[config.mk]
export PLATFORM = sky130hd
export DESIGN_NAME = urb_bridge
export DESIGN_NICKNAME = d
export VERILOG_FILES = /design/src/urb_bridge.v
export VERILOG_INCLUDE_DIRS = /design/src /design/src/include
export SDC_FILE = /design/constraint.sdc
export NUM_CORES = 1
export LEC_CHECK = 0
export ABC_AREA = 1
export ABC_CLOCK_PERIOD_IN_PS = 19800
export CORE_AREA = 2 2 240 171
export CTS_CLUSTER_SIZE = 20
export DETAILED_ROUTE_END_ITERATION = 10
export DIE_AREA = 0 0 242 173
export DONT_BUFFER_PORTS = 1
export PLACE_DENSITY = 0.82
export SLEW_MARGIN = 20
export SYNTH_ARGS = -nofsm -noshare
export SYNTH_HDL_FRONTEND = slang
export SYNTH_SLANG_ARGS = --single-unit
[constraint.sdc]
create_clock -name SYS_CLK -period 19.8 [get_ports SYS_CLK]
set_input_delay 0 -clock SYS_CLK [delete_from_list [all_inputs] [get_ports SYS_CLK]]
set_output_delay 0 -clock SYS_CLK [all_outputs]
set_load 0.03 [all_outputs]
[src/include/urb_bridge_consts.vh]
/*
 * Constants of the serial register access bridge: marker bytes,
 * frame lengths, field widths and reset levels.
 * Assumes the including file uses them in declarations and logic only.
 */
`ifndef URB_BRIDGE_CONSTS_VH
`define URB_BRIDGE_CONSTS_VH

// Clock and link defaults
`define URB_CLK_FREQ    250000000
`define URB_BAUD        115200
`define URB_CNT_W       16

// Marker and command bytes
`define URB_CMD_READ    8'h0A
`define URB_MARK_START  8'h0B
`define URB_MARK_END    8'h0C

// Field widths
`define URB_KEY_W       4
`define URB_TOG_W       4
`define URB_IND_W       4
`define URB_GA_W        10
`define URB_GB_W        16
`define URB_GC_W        32
`define URB_GD_W        40
`define URB_PAD_W       7

// Packed frame sizes
`define URB_SNAP_W      120
`define URB_STAGE_W     112
`define URB_RD_BYTES    4'hF
`define URB_WR_BYTES    4'hE
`define URB_BYTE_W      8
`define URB_BIT_LAST    3'h7
`define URB_TX_BITS     4'hA

// Levels and reset values
`define URB_RST_BIT     1'b0
`define URB_LINE_IDLE   1'b1
`define URB_START_BIT   1'b0

// Output buffer shape
`define URB_FIFO_DEPTH  16
`define URB_FIFO_AW     4

`endif

[src/urb_bridge.v]
/*
 * Serial register access bridge with its transmit buffer.
 * Assumes 8N1 framing, one clock, inputs synchronous except SERIAL_RX.
 */
//Function
//- Clock rate and baud are parameters
//- Clock, reset, serial in, serial out
//- Serial receive input synchronised internally
//- Read samples all ports in one cycle
//- Snapshot is sent back over serial
//- Write loads all outputs in one cycle
//- Write always carries every output value
//- Write staged, outputs change after end
//- Inputs are never affected by writes
//- Each port has width, outputs registered
`timescale 1ns/10ps
`default_nettype none
`include "urb_bridge_consts.vh"

////////////////////////////////////////////////////////////////////////
// Byte buffer between the reply builder and the transmitter
module urb_fifo #(
	parameter WIDTH = `URB_BYTE_W,
	parameter DEPTH = `URB_FIFO_DEPTH,
	parameter AW    = `URB_FIFO_AW
) (
	// Clock and reset
	input  wire             clk,
	input  wire             rst_n,
	// Fill side
	input  wire             in_valid,
	output wire             in_ready,
	input  wire [WIDTH-1:0] in_data,
	// Drain side
	output wire             out_valid,
	input  wire             out_ready,
	output wire [WIDTH-1:0] out_data
);
	reg  [WIDTH-1:0] mem [0:DEPTH-1];   // Storage
	reg  [AW:0]      wr_ptr_r;          // Write pointer, wrap bit on top
	reg  [AW:0]      rd_ptr_r;          // Read pointer, wrap bit on top
	wire             full;
	wire             empty;

	// Full when indices match and wrap bits differ
	assign full = (wr_ptr_r[AW] != rd_ptr_r[AW]) &&
		(wr_ptr_r[AW-1:0] == rd_ptr_r[AW-1:0]);
	assign empty     = (wr_ptr_r == rd_ptr_r);
	assign in_ready  = !full;
	assign out_valid = !empty;
	assign out_data  = mem[rd_ptr_r[AW-1:0]];

	// Storage write
	always @(posedge clk)
	begin
		if (in_valid && !full)
			mem[wr_ptr_r[AW-1:0]] <= in_data;
	end

	// Pointer update
	always @(posedge clk or negedge rst_n)
	begin
		if (!rst_n)
		begin
			wr_ptr_r <= {(AW+1){`URB_RST_BIT}};
			rd_ptr_r <= {(AW+1){`URB_RST_BIT}};
		end
		else
		begin
			if (in_valid && !full)
				wr_ptr_r <= wr_ptr_r + 1'b1;
			if (out_ready && !empty)
				rd_ptr_r <= rd_ptr_r + 1'b1;
		end
	end
endmodule

////////////////////////////////////////////////////////////////////////
// Bridge top: serial link, command handling, register ports
module urb_bridge #(
	parameter CLOCK_FREQUENCY_PARAM = `URB_CLK_FREQ,
	parameter BAUD_RATE             = `URB_BAUD
) (
	// Clock and reset
	input  wire                  SYS_CLK,
	input  wire                  RESET_N,
	// Serial link
	input  wire                  SERIAL_RX,
	output wire                  SERIAL_TX,
	// Sampled inputs
	input  wire [`URB_KEY_W-1:0] BUTTON_INPUTS,
	input  wire [`URB_TOG_W-1:0] SWITCH_INPUTS,
	// Host written outputs
	output reg  [`URB_IND_W-1:0] INDICATOR_OUTPUTS,
	output reg                   RGB_RED_OUTPUT,
	output reg                   RGB_GREEN_OUTPUT,
	output reg                   RGB_BLUE_OUTPUT,
	output reg  [`URB_GA_W-1:0]  GENERAL_OUTPUT_A,
	output reg  [`URB_GB_W-1:0]  GENERAL_OUTPUT_B,
	output reg  [`URB_GC_W-1:0]  GENERAL_OUTPUT_C,
	output reg  [`URB_GD_W-1:0]  GENERAL_OUTPUT_D
);
	// Cycles per bit and per half bit
	// Quotient must fit the timer width; cut to it on purpose
	localparam integer          BIT_QUO  = CLOCK_FREQUENCY_PARAM / BAUD_RATE;
	localparam [`URB_CNT_W-1:0] BIT_CYC  = BIT_QUO[`URB_CNT_W-1:0];
	localparam [`URB_CNT_W-1:0] HALF_CYC = BIT_CYC >> 1;

	// Receiver states
	localparam [3:0] RX_IDLE  = 4'h1;
	localparam [3:0] RX_START = 4'h2;
	localparam [3:0] RX_DATA  = 4'h4;
	localparam [3:0] RX_STOP  = 4'h8;

	// Command states
	localparam [5:0] C_IDLE   = 6'h01;
	localparam [5:0] C_WDATA  = 6'h02;
	localparam [5:0] C_WEND   = 6'h04;
	localparam [5:0] C_RSTART = 6'h08;
	localparam [5:0] C_RDATA  = 6'h10;
	localparam [5:0] C_REND   = 6'h20;

	reg                      rst_meta_r;   // Reset release stage 1
	reg                      rst_n_r;      // Reset used by the design
	reg                      rx_meta_r;    // Receive sync stage 1
	reg                      rx_s_r;       // Synchronised receive level
	reg  [3:0]               rx_st_r;      // Receiver state
	reg  [`URB_CNT_W-1:0]    rx_cnt_r;     // Receiver bit timer
	reg  [2:0]               rx_bit_r;     // Receiver bit index
	reg  [`URB_BYTE_W-1:0]   rx_sh_r;      // Receiver shift register
	reg                      rx_vld_r;     // Received byte pulse
	reg  [5:0]               c_st_r;       // Command state
	reg  [3:0]               c_cnt_r;      // Byte counter
	reg  [`URB_SNAP_W-1:0]   snap_r;       // Read snapshot
	reg  [`URB_STAGE_W-1:0]  stage_r;      // Write staging
	reg  [`URB_BYTE_W-1:0]   push_data;    // Byte offered to buffer
	reg                      push_vld;     // Offer strobe
	wire                     push_rdy;     // Buffer has room
	wire                     push_go;      // Byte accepted
	wire                     tx_vld;       // Buffer holds a byte
	wire [`URB_BYTE_W-1:0]   tx_data;      // Byte at buffer head
	wire                     tx_take;      // Transmitter takes byte
	reg  [`URB_TX_BITS-1:0]  tx_sh_r;      // Transmit shift register
	reg  [3:0]               tx_left_r;    // Bits still to send
	reg  [`URB_CNT_W-1:0]    tx_cnt_r;     // Transmit bit timer
	wire                     tx_tick;      // Bit end enable pulse
	wire [`URB_PAD_W-1:0]    pad;          // Fill of packed frames
	wire                     last_byte;    // Counter at frame end

	// Timer step: reload at zero, else count down
	function [`URB_CNT_W-1:0] tmr_next;
		input [`URB_CNT_W-1:0] cnt;
		input [`URB_CNT_W-1:0] reload;
		begin
			if (cnt == {`URB_CNT_W{`URB_RST_BIT}})
				tmr_next = reload;
			else
				tmr_next = cnt - 1'b1;
		end
	endfunction

	assign pad = {`URB_PAD_W{`URB_RST_BIT}};

	////////////////////////////////////////////////////////////////////
	// Reset release through two flip-flops
	always @(posedge SYS_CLK or negedge RESET_N)
	begin
		if (!RESET_N)
		begin
			rst_meta_r <= `URB_RST_BIT;
			rst_n_r    <= `URB_RST_BIT;
		end
		else
		begin
			rst_meta_r <= 1'b1;
			rst_n_r    <= rst_meta_r;
		end
	end

	////////////////////////////////////////////////////////////////////
	// Receive input synchroniser
	always @(posedge SYS_CLK or negedge rst_n_r)
	begin
		if (!rst_n_r)
		begin
			rx_meta_r <= `URB_LINE_IDLE;
			rx_s_r    <= `URB_LINE_IDLE;
		end
		else
		begin
			rx_meta_r <= SERIAL_RX;
			rx_s_r    <= rx_meta_r;
		end
	end

	////////////////////////////////////////////////////////////////////
	// Byte receiver, samples mid bit
	always @(posedge SYS_CLK or negedge rst_n_r)
	begin
		if (!rst_n_r)
		begin
			rx_st_r  <= RX_IDLE;
			rx_cnt_r <= {`URB_CNT_W{`URB_RST_BIT}};
			rx_bit_r <= 3'h0;
			rx_sh_r  <= {`URB_BYTE_W{`URB_RST_BIT}};
			rx_vld_r <= `URB_RST_BIT;
		end
		else
		begin
			rx_vld_r <= `URB_RST_BIT;
			rx_cnt_r <= tmr_next(rx_cnt_r, BIT_CYC - 1'b1);
			case (rx_st_r)
			RX_IDLE:
				// Low level on the synchronised line opens a frame
				if (rx_s_r == `URB_START_BIT)
				begin
					rx_cnt_r <= HALF_CYC;
					rx_st_r  <= RX_START;
				end
			RX_START:
				// Start bit must still be low mid bit
				if (rx_cnt_r == {`URB_CNT_W{`URB_RST_BIT}})
				begin
					rx_bit_r <= 3'h0;
					rx_st_r  <= (rx_s_r == `URB_START_BIT) ?
						RX_DATA : RX_IDLE;
				end
			RX_DATA:
				// Bits arrive least significant first
				if (rx_cnt_r == {`URB_CNT_W{`URB_RST_BIT}})
				begin
					rx_sh_r  <= {rx_s_r, rx_sh_r[`URB_BYTE_W-1:1]};
					rx_bit_r <= rx_bit_r + 1'b1;
					if (rx_bit_r == `URB_BIT_LAST)
						rx_st_r <= RX_STOP;
				end
			RX_STOP:
				// Framing error drops the byte
				if (rx_cnt_r == {`URB_CNT_W{`URB_RST_BIT}})
				begin
					rx_vld_r <= (rx_s_r == `URB_LINE_IDLE);
					rx_st_r  <= RX_IDLE;
				end
			default:
				rx_st_r <= RX_IDLE;
			endcase
		end
	end

	////////////////////////////////////////////////////////////////////
	// Command handling, snapshot and staged write
	assign last_byte = (c_st_r == C_RDATA) ?
		(c_cnt_r == `URB_RD_BYTES - 1'b1) :
		(c_cnt_r == `URB_WR_BYTES - 1'b1);
	assign push_go = push_vld && push_rdy;

	always @(posedge SYS_CLK or negedge rst_n_r)
	begin
		if (!rst_n_r)
		begin
			c_st_r            <= C_IDLE;
			c_cnt_r           <= 4'h0;
			snap_r            <= {`URB_SNAP_W{`URB_RST_BIT}};
			stage_r           <= {`URB_STAGE_W{`URB_RST_BIT}};
			INDICATOR_OUTPUTS <= {`URB_IND_W{`URB_RST_BIT}};
			RGB_RED_OUTPUT    <= `URB_RST_BIT;
			RGB_GREEN_OUTPUT  <= `URB_RST_BIT;
			RGB_BLUE_OUTPUT   <= `URB_RST_BIT;
			GENERAL_OUTPUT_A  <= {`URB_GA_W{`URB_RST_BIT}};
			GENERAL_OUTPUT_B  <= {`URB_GB_W{`URB_RST_BIT}};
			GENERAL_OUTPUT_C  <= {`URB_GC_W{`URB_RST_BIT}};
			GENERAL_OUTPUT_D  <= {`URB_GD_W{`URB_RST_BIT}};
		end
		else
		begin
			case (c_st_r)
			C_IDLE:
				if (rx_vld_r && rx_sh_r == `URB_CMD_READ)
				begin
					// One-cycle capture of every port
					snap_r <= {pad, BUTTON_INPUTS, SWITCH_INPUTS,
						INDICATOR_OUTPUTS, RGB_RED_OUTPUT,
						RGB_GREEN_OUTPUT, RGB_BLUE_OUTPUT,
						GENERAL_OUTPUT_A, GENERAL_OUTPUT_B,
						GENERAL_OUTPUT_C, GENERAL_OUTPUT_D};
					c_st_r <= C_RSTART;
				end
				else if (rx_vld_r && rx_sh_r == `URB_MARK_START)
				begin
					c_cnt_r <= 4'h0;
					c_st_r  <= C_WDATA;
				end
			C_WDATA:
				// Shift bytes into staging, outputs untouched
				if (rx_vld_r)
				begin
					stage_r <= {stage_r[`URB_STAGE_W-`URB_BYTE_W-1:0],
						rx_sh_r};
					c_cnt_r <= c_cnt_r + 1'b1;
					if (last_byte)
						c_st_r <= C_WEND;
				end
			C_WEND:
				if (rx_vld_r)
				begin
					// Only a closing marker commits
					if (rx_sh_r == `URB_MARK_END)
						{INDICATOR_OUTPUTS, RGB_RED_OUTPUT,
						RGB_GREEN_OUTPUT, RGB_BLUE_OUTPUT,
						GENERAL_OUTPUT_A, GENERAL_OUTPUT_B,
						GENERAL_OUTPUT_C, GENERAL_OUTPUT_D} <=
						stage_r[`URB_STAGE_W-`URB_PAD_W-1:0];
					c_st_r <= C_IDLE;
				end
			C_RSTART:
				if (push_go)
				begin
					c_cnt_r <= 4'h0;
					c_st_r  <= C_RDATA;
				end
			C_RDATA:
				// Most significant byte first
				if (push_go)
				begin
					snap_r  <= snap_r << `URB_BYTE_W;
					c_cnt_r <= c_cnt_r + 1'b1;
					if (last_byte)
						c_st_r <= C_REND;
				end
			C_REND:
				if (push_go)
					c_st_r <= C_IDLE;
			default:
				c_st_r <= C_IDLE;
			endcase
		end
	end

	////////////////////////////////////////////////////////////////////
	// Reply byte select
	always @*
	begin
		push_vld  = 1'b1;
		push_data = `URB_MARK_END;
		case (c_st_r)
		C_RSTART:
			push_data = `URB_MARK_START;
		C_RDATA:
			push_data = snap_r[`URB_SNAP_W-1:`URB_SNAP_W-`URB_BYTE_W];
		C_REND:
			push_data = `URB_MARK_END;
		default:
			push_vld = 1'b0;
		endcase
	end

	// Reply buffer; a full buffer stalls the reply builder
	urb_fifo #(
		.WIDTH (`URB_BYTE_W),
		.DEPTH (`URB_FIFO_DEPTH),
		.AW    (`URB_FIFO_AW)
	) u_fifo (
		.clk       (SYS_CLK),
		.rst_n     (rst_n_r),
		.in_valid  (push_vld),
		.in_ready  (push_rdy),
		.in_data   (push_data),
		.out_valid (tx_vld),
		.out_ready (tx_take),
		.out_data  (tx_data)
	);

	////////////////////////////////////////////////////////////////////
	// Byte transmitter, 8N1
	assign tx_take   = tx_vld && (tx_left_r == 4'h0);
	assign tx_tick   = (tx_left_r != 4'h0) &&
		(tx_cnt_r == {`URB_CNT_W{`URB_RST_BIT}});
	assign SERIAL_TX = tx_sh_r[0];

	always @(posedge SYS_CLK or negedge rst_n_r)
	begin
		if (!rst_n_r)
		begin
			tx_sh_r   <= {`URB_TX_BITS{`URB_LINE_IDLE}};
			tx_left_r <= 4'h0;
			tx_cnt_r  <= {`URB_CNT_W{`URB_RST_BIT}};
		end
		else if (tx_take)
		begin
			// Load stop, data, start
			tx_sh_r   <= {`URB_LINE_IDLE, tx_data, `URB_START_BIT};
			tx_left_r <= `URB_TX_BITS;
			tx_cnt_r  <= BIT_CYC - 1'b1;
		end
		else if (tx_left_r != 4'h0)
		begin
			tx_cnt_r <= tmr_next(tx_cnt_r, BIT_CYC - 1'b1);
			if (tx_tick)
			begin
				tx_sh_r   <= {`URB_LINE_IDLE,
					tx_sh_r[`URB_TX_BITS-1:1]};
				tx_left_r <= tx_left_r - 1'b1;
			end
		end
	end
endmodule

`default_nettype wire

==> results.sh <==
export IMPL_reg2reg_slack_ps=16060
export IMPL_area_growth_pct=8.517
export IMPL_root_buffer="clkbuf_16"
export IMPL_min_path_type="in2async"
export IMPL_skew_ps=18.92
export IMPL_grt_pass1_vias=16390
export IMPL_async_flop_share_pct=76.43
export IMPL_post_dp_hpwl_um=34400
export IMPL_ys_ff_latch=543
export IMPL_slew_headroom_pct=25.43
export IMPL_dr_first_iter_drc_count=1903
export IMPL_slew_viol_final=0
export IMPL_synthesis_area_per_instance_um2=9.328
export IMPL_yosysSeqAreaShare_pct=60.46
export IMPL_wl_per_cell_um=17.32
export IMPL_crit_path_max_incr_delay_ps=880
export IMPL_finish_cell_count_without_fillers=3060
export IMPL_antenna_found_initial=2
export IMPL_cts_buffer_depth=3
export IMPL_synth_area_leader_cell="dfrtp_1"
export IMPL_post_cts_buffers=0
export IMPL_nNetsFinal=2508
export IMPL_dr_pass1_iters=6
export IMPL_syn_area_um2=23560
export IMPL_vias=17090
export IMPL_synth_cells=2526
export IMPL_fin_util_pct=64.93
export IMPL_initial_core_util_pct=59.83
export IMPL_cts_reportedPaths_clkPinSlew_ps=60
export IMPL_drv_cap=0
export IMPL_std_cell_rows=61
export IMPL_clock_tree_htree_level_count=2
export IMPL_hold_slack_ps=198.2
export IMPL_synthDistinctLibCells=39
export IMPL_die_w_um=242
export IMPL_drtAntennaViolNets=0
export IMPL_synth_top_area_share_pct=42.69
export IMPL_cp_max_fo=128
export IMPL_overflow=0
export IMPL_period_needed_ps=3744
export IMPL_cts_sinks=543
export IMPL_critPathArrivalTime_ps=4240
export IMPL_p_per_area_nw_per_um2=85.62
export IMPL_path_class="reg2reg"
export IMPL_crit_top_cell="nand2_1"
export IMPL_rsz0062_at_grt="false"
export IMPL_synth_nets=2550
export IMPL_timing_fmax_mhz=267.1
export IMPL_netlist_top_cells_area="dfrtp_1 (43%), edfxtp_1 (16%), nand2_1 (10%), o21ai_0 (8.2%), inv_1 (4.4%)"
export IMPL_fin_ws_ps=16060
export IMPL_setup_viol_count_final=0
export IMPL_fin_setup_tns_ps=0
export IMPL_io_buffers=0
export IMPL_worstPathCellList="buf_4 > inv_2 > nand2_1 > nand2_1 > nor2_4 > nand3_4 > nand3_4 > nand2_8 > buf_4 > nand2_1 > o21ai_2"
export IMPL_die_y_um=173
export IMPL_cts_tree="done"
export IMPL_drive_gt1_share_pct=9.790
export IMPL_status="completed"
export IMPL_power_leakage_nw=10.94
export IMPL_irDropWorstVdd_mv=0.09387
export IMPL_gp_congestion=0.8779
export IMPL_numCtsBuffers=50
export IMPL_place_ws_ps=16160
export IMPL_drc=0
export IMPL_period_share_pct=18.91
export IMPL_cts_hold_buf=12
export IMPL_worst_pin_slew_ps=1119
export IMPL_grt_usage_pct=25.55
export IMPL_routed_wl_um=53010
export IMPL_worstSetupEndpointType="register"
export IMPL_clk_latency_ps=580
export IMPL_vias_per_cell=5.585
export IMPL_io_pins=117
export IMPL_core_area_um2=39380
export IMPL_synth_main_ff_cell="dfrtp_1"
export IMPL_startpoint_type="register"
export IMPL_hold_viol=0
export IMPL_grt_max_degree=207
export IMPL_cts_resized=0
export IMPL_slowest_stage="buf_4"
export IMPL_crit_required_ps=20300
export IMPL_synth_edff_count=128
export IMPL_ys_warn_count=0
export IMPL_grt_pass1_wl_um=86420
export IMPL_dp_cells=2953
export IMPL_die_area_um2=41870
[worst max-delay path: cells and delay by family, from the launching register on]
family / cells / cell delay (ps)
compound gates: 1 / 110
simple gates: 7 / 1540
flops: 1 / 370
buf+inv: 3 / 1540
[layout make-up]
type,instances,area [um^2]
Sequential cell,543,14250
Fill cell,3013,13810
Multi-Input combinational cell,1572,7602
Clock buffer,74,1476
Inverter,288,1081
Tap cell,535,669.4
Timing Repair Buffer,29,300.3
Clock inverter,17,186.4
Antenna cell,2,5.005
[synthesized netlist by cell type (17+ instances only)]
cell type	number
nand2_1	657
dfrtp_1	402
o21ai_0	385
inv_1	278
nor2_1	205
edfxtp_1	128
o21ai_2	95
nand3_1	69
clkbuf_1	64
buf_2	32
o21ai_1	28
buf_6	22
xor2_1	18
nand4_1	17
[routing by layer]
layer  routed length (um)  track usage (%)  vias up
met2                23970            38.54      640
met4                 1525            8.359        0
met1                23190            36.98     8298
met5                    0                0        -
li1                     -                -     8034
met3                 4324            5.944      119
[per-stage QoR]
stage                     total power [mW]  instance area, um^2
after floorplan                      1.220                23560
after CTS                            2.196                25510
after detailed placement             1.234                23720
after global routing                 2.256                25570
final                                2.189                25570
after global placement               1.230                23720
[flip-flops by register name, summed over array words and instances, names as in the netlist, 6 cells and up]
register          count
GENERAL_OUTPUT_C     32
tx_cnt_r             16
c_st_r                6
GENERAL_OUTPUT_B     16
snap_r              120
rx_cnt_r             16
GENERAL_OUTPUT_A     10
tx_sh_r               9
stage_r             105
GENERAL_OUTPUT_D     40
u_fifo.mem          128
rx_sh_r               8
[cells by family after synthesis]
kind of cell	synth area share [%]
AO/OA/AOI/OAI	13.32
XOR/XNOR	0.8497
adder cells (fa/ha/maj)	0.6903
buffers and inverters	7.466
flip-flops	60.46
multiplexers	0.3823
other	0.01592
AND/OR/NAND/NOR	16.82
[worst paths after layout]
kind | startpoint | end | cells after the start
min reg2reg | rst_n_r | rx_cnt_r[6] | 0
max in group asynchronous | rst_n_r | snap_r[2] | 2
min | RESET_N | rst_n_r | 2
max reg2reg | u_fifo.rd_ptr_r[1] | snap_r[61] | 11
min in group SYS_CLK | BUTTON_INPUTS[0] | snap_r[109] | 5
max | u_fifo.rd_ptr_r[1] | snap_r[61] | 11
[cell usage in the layout (no fill, tap or decap), types with 4 or more instances in the layout]
master	Yosys	layout
o21ai_1	28	28
inv_2	10	10
nand4_1	17	17
o211ai_1	16	16
nor2_1	205	202
mux2_2	8	8
ha_1	13	13
dfrtp_1	402	401
edfxtp_1	128	128
xor2_1	18	18
clkbuf_16	0	51
buf_4	3	14
clkinv_2	0	6
nand3_4	2	4
clkbuf_8	0	11
nor3_1	7	7
a21oi_1	10	10
clkbuf_1	64	11
o21ai_0	385	385
inv_1	278	278
dlygate4sd3_1	0	12
dfstp_2	13	13
o22ai_1	11	11
nand3_1	69	68
nor2_2	4	7
nand2_1	657	656
o21ai_2	95	95
[where the power goes]
part,total [mW],internal [mW],switching [mW]
sequential,1.16,1.15,0.00531
clock,0.974,0.556,0.418
combinational,0.0591,0.0171,0.0420
Power figures use the tool's default switching activity.
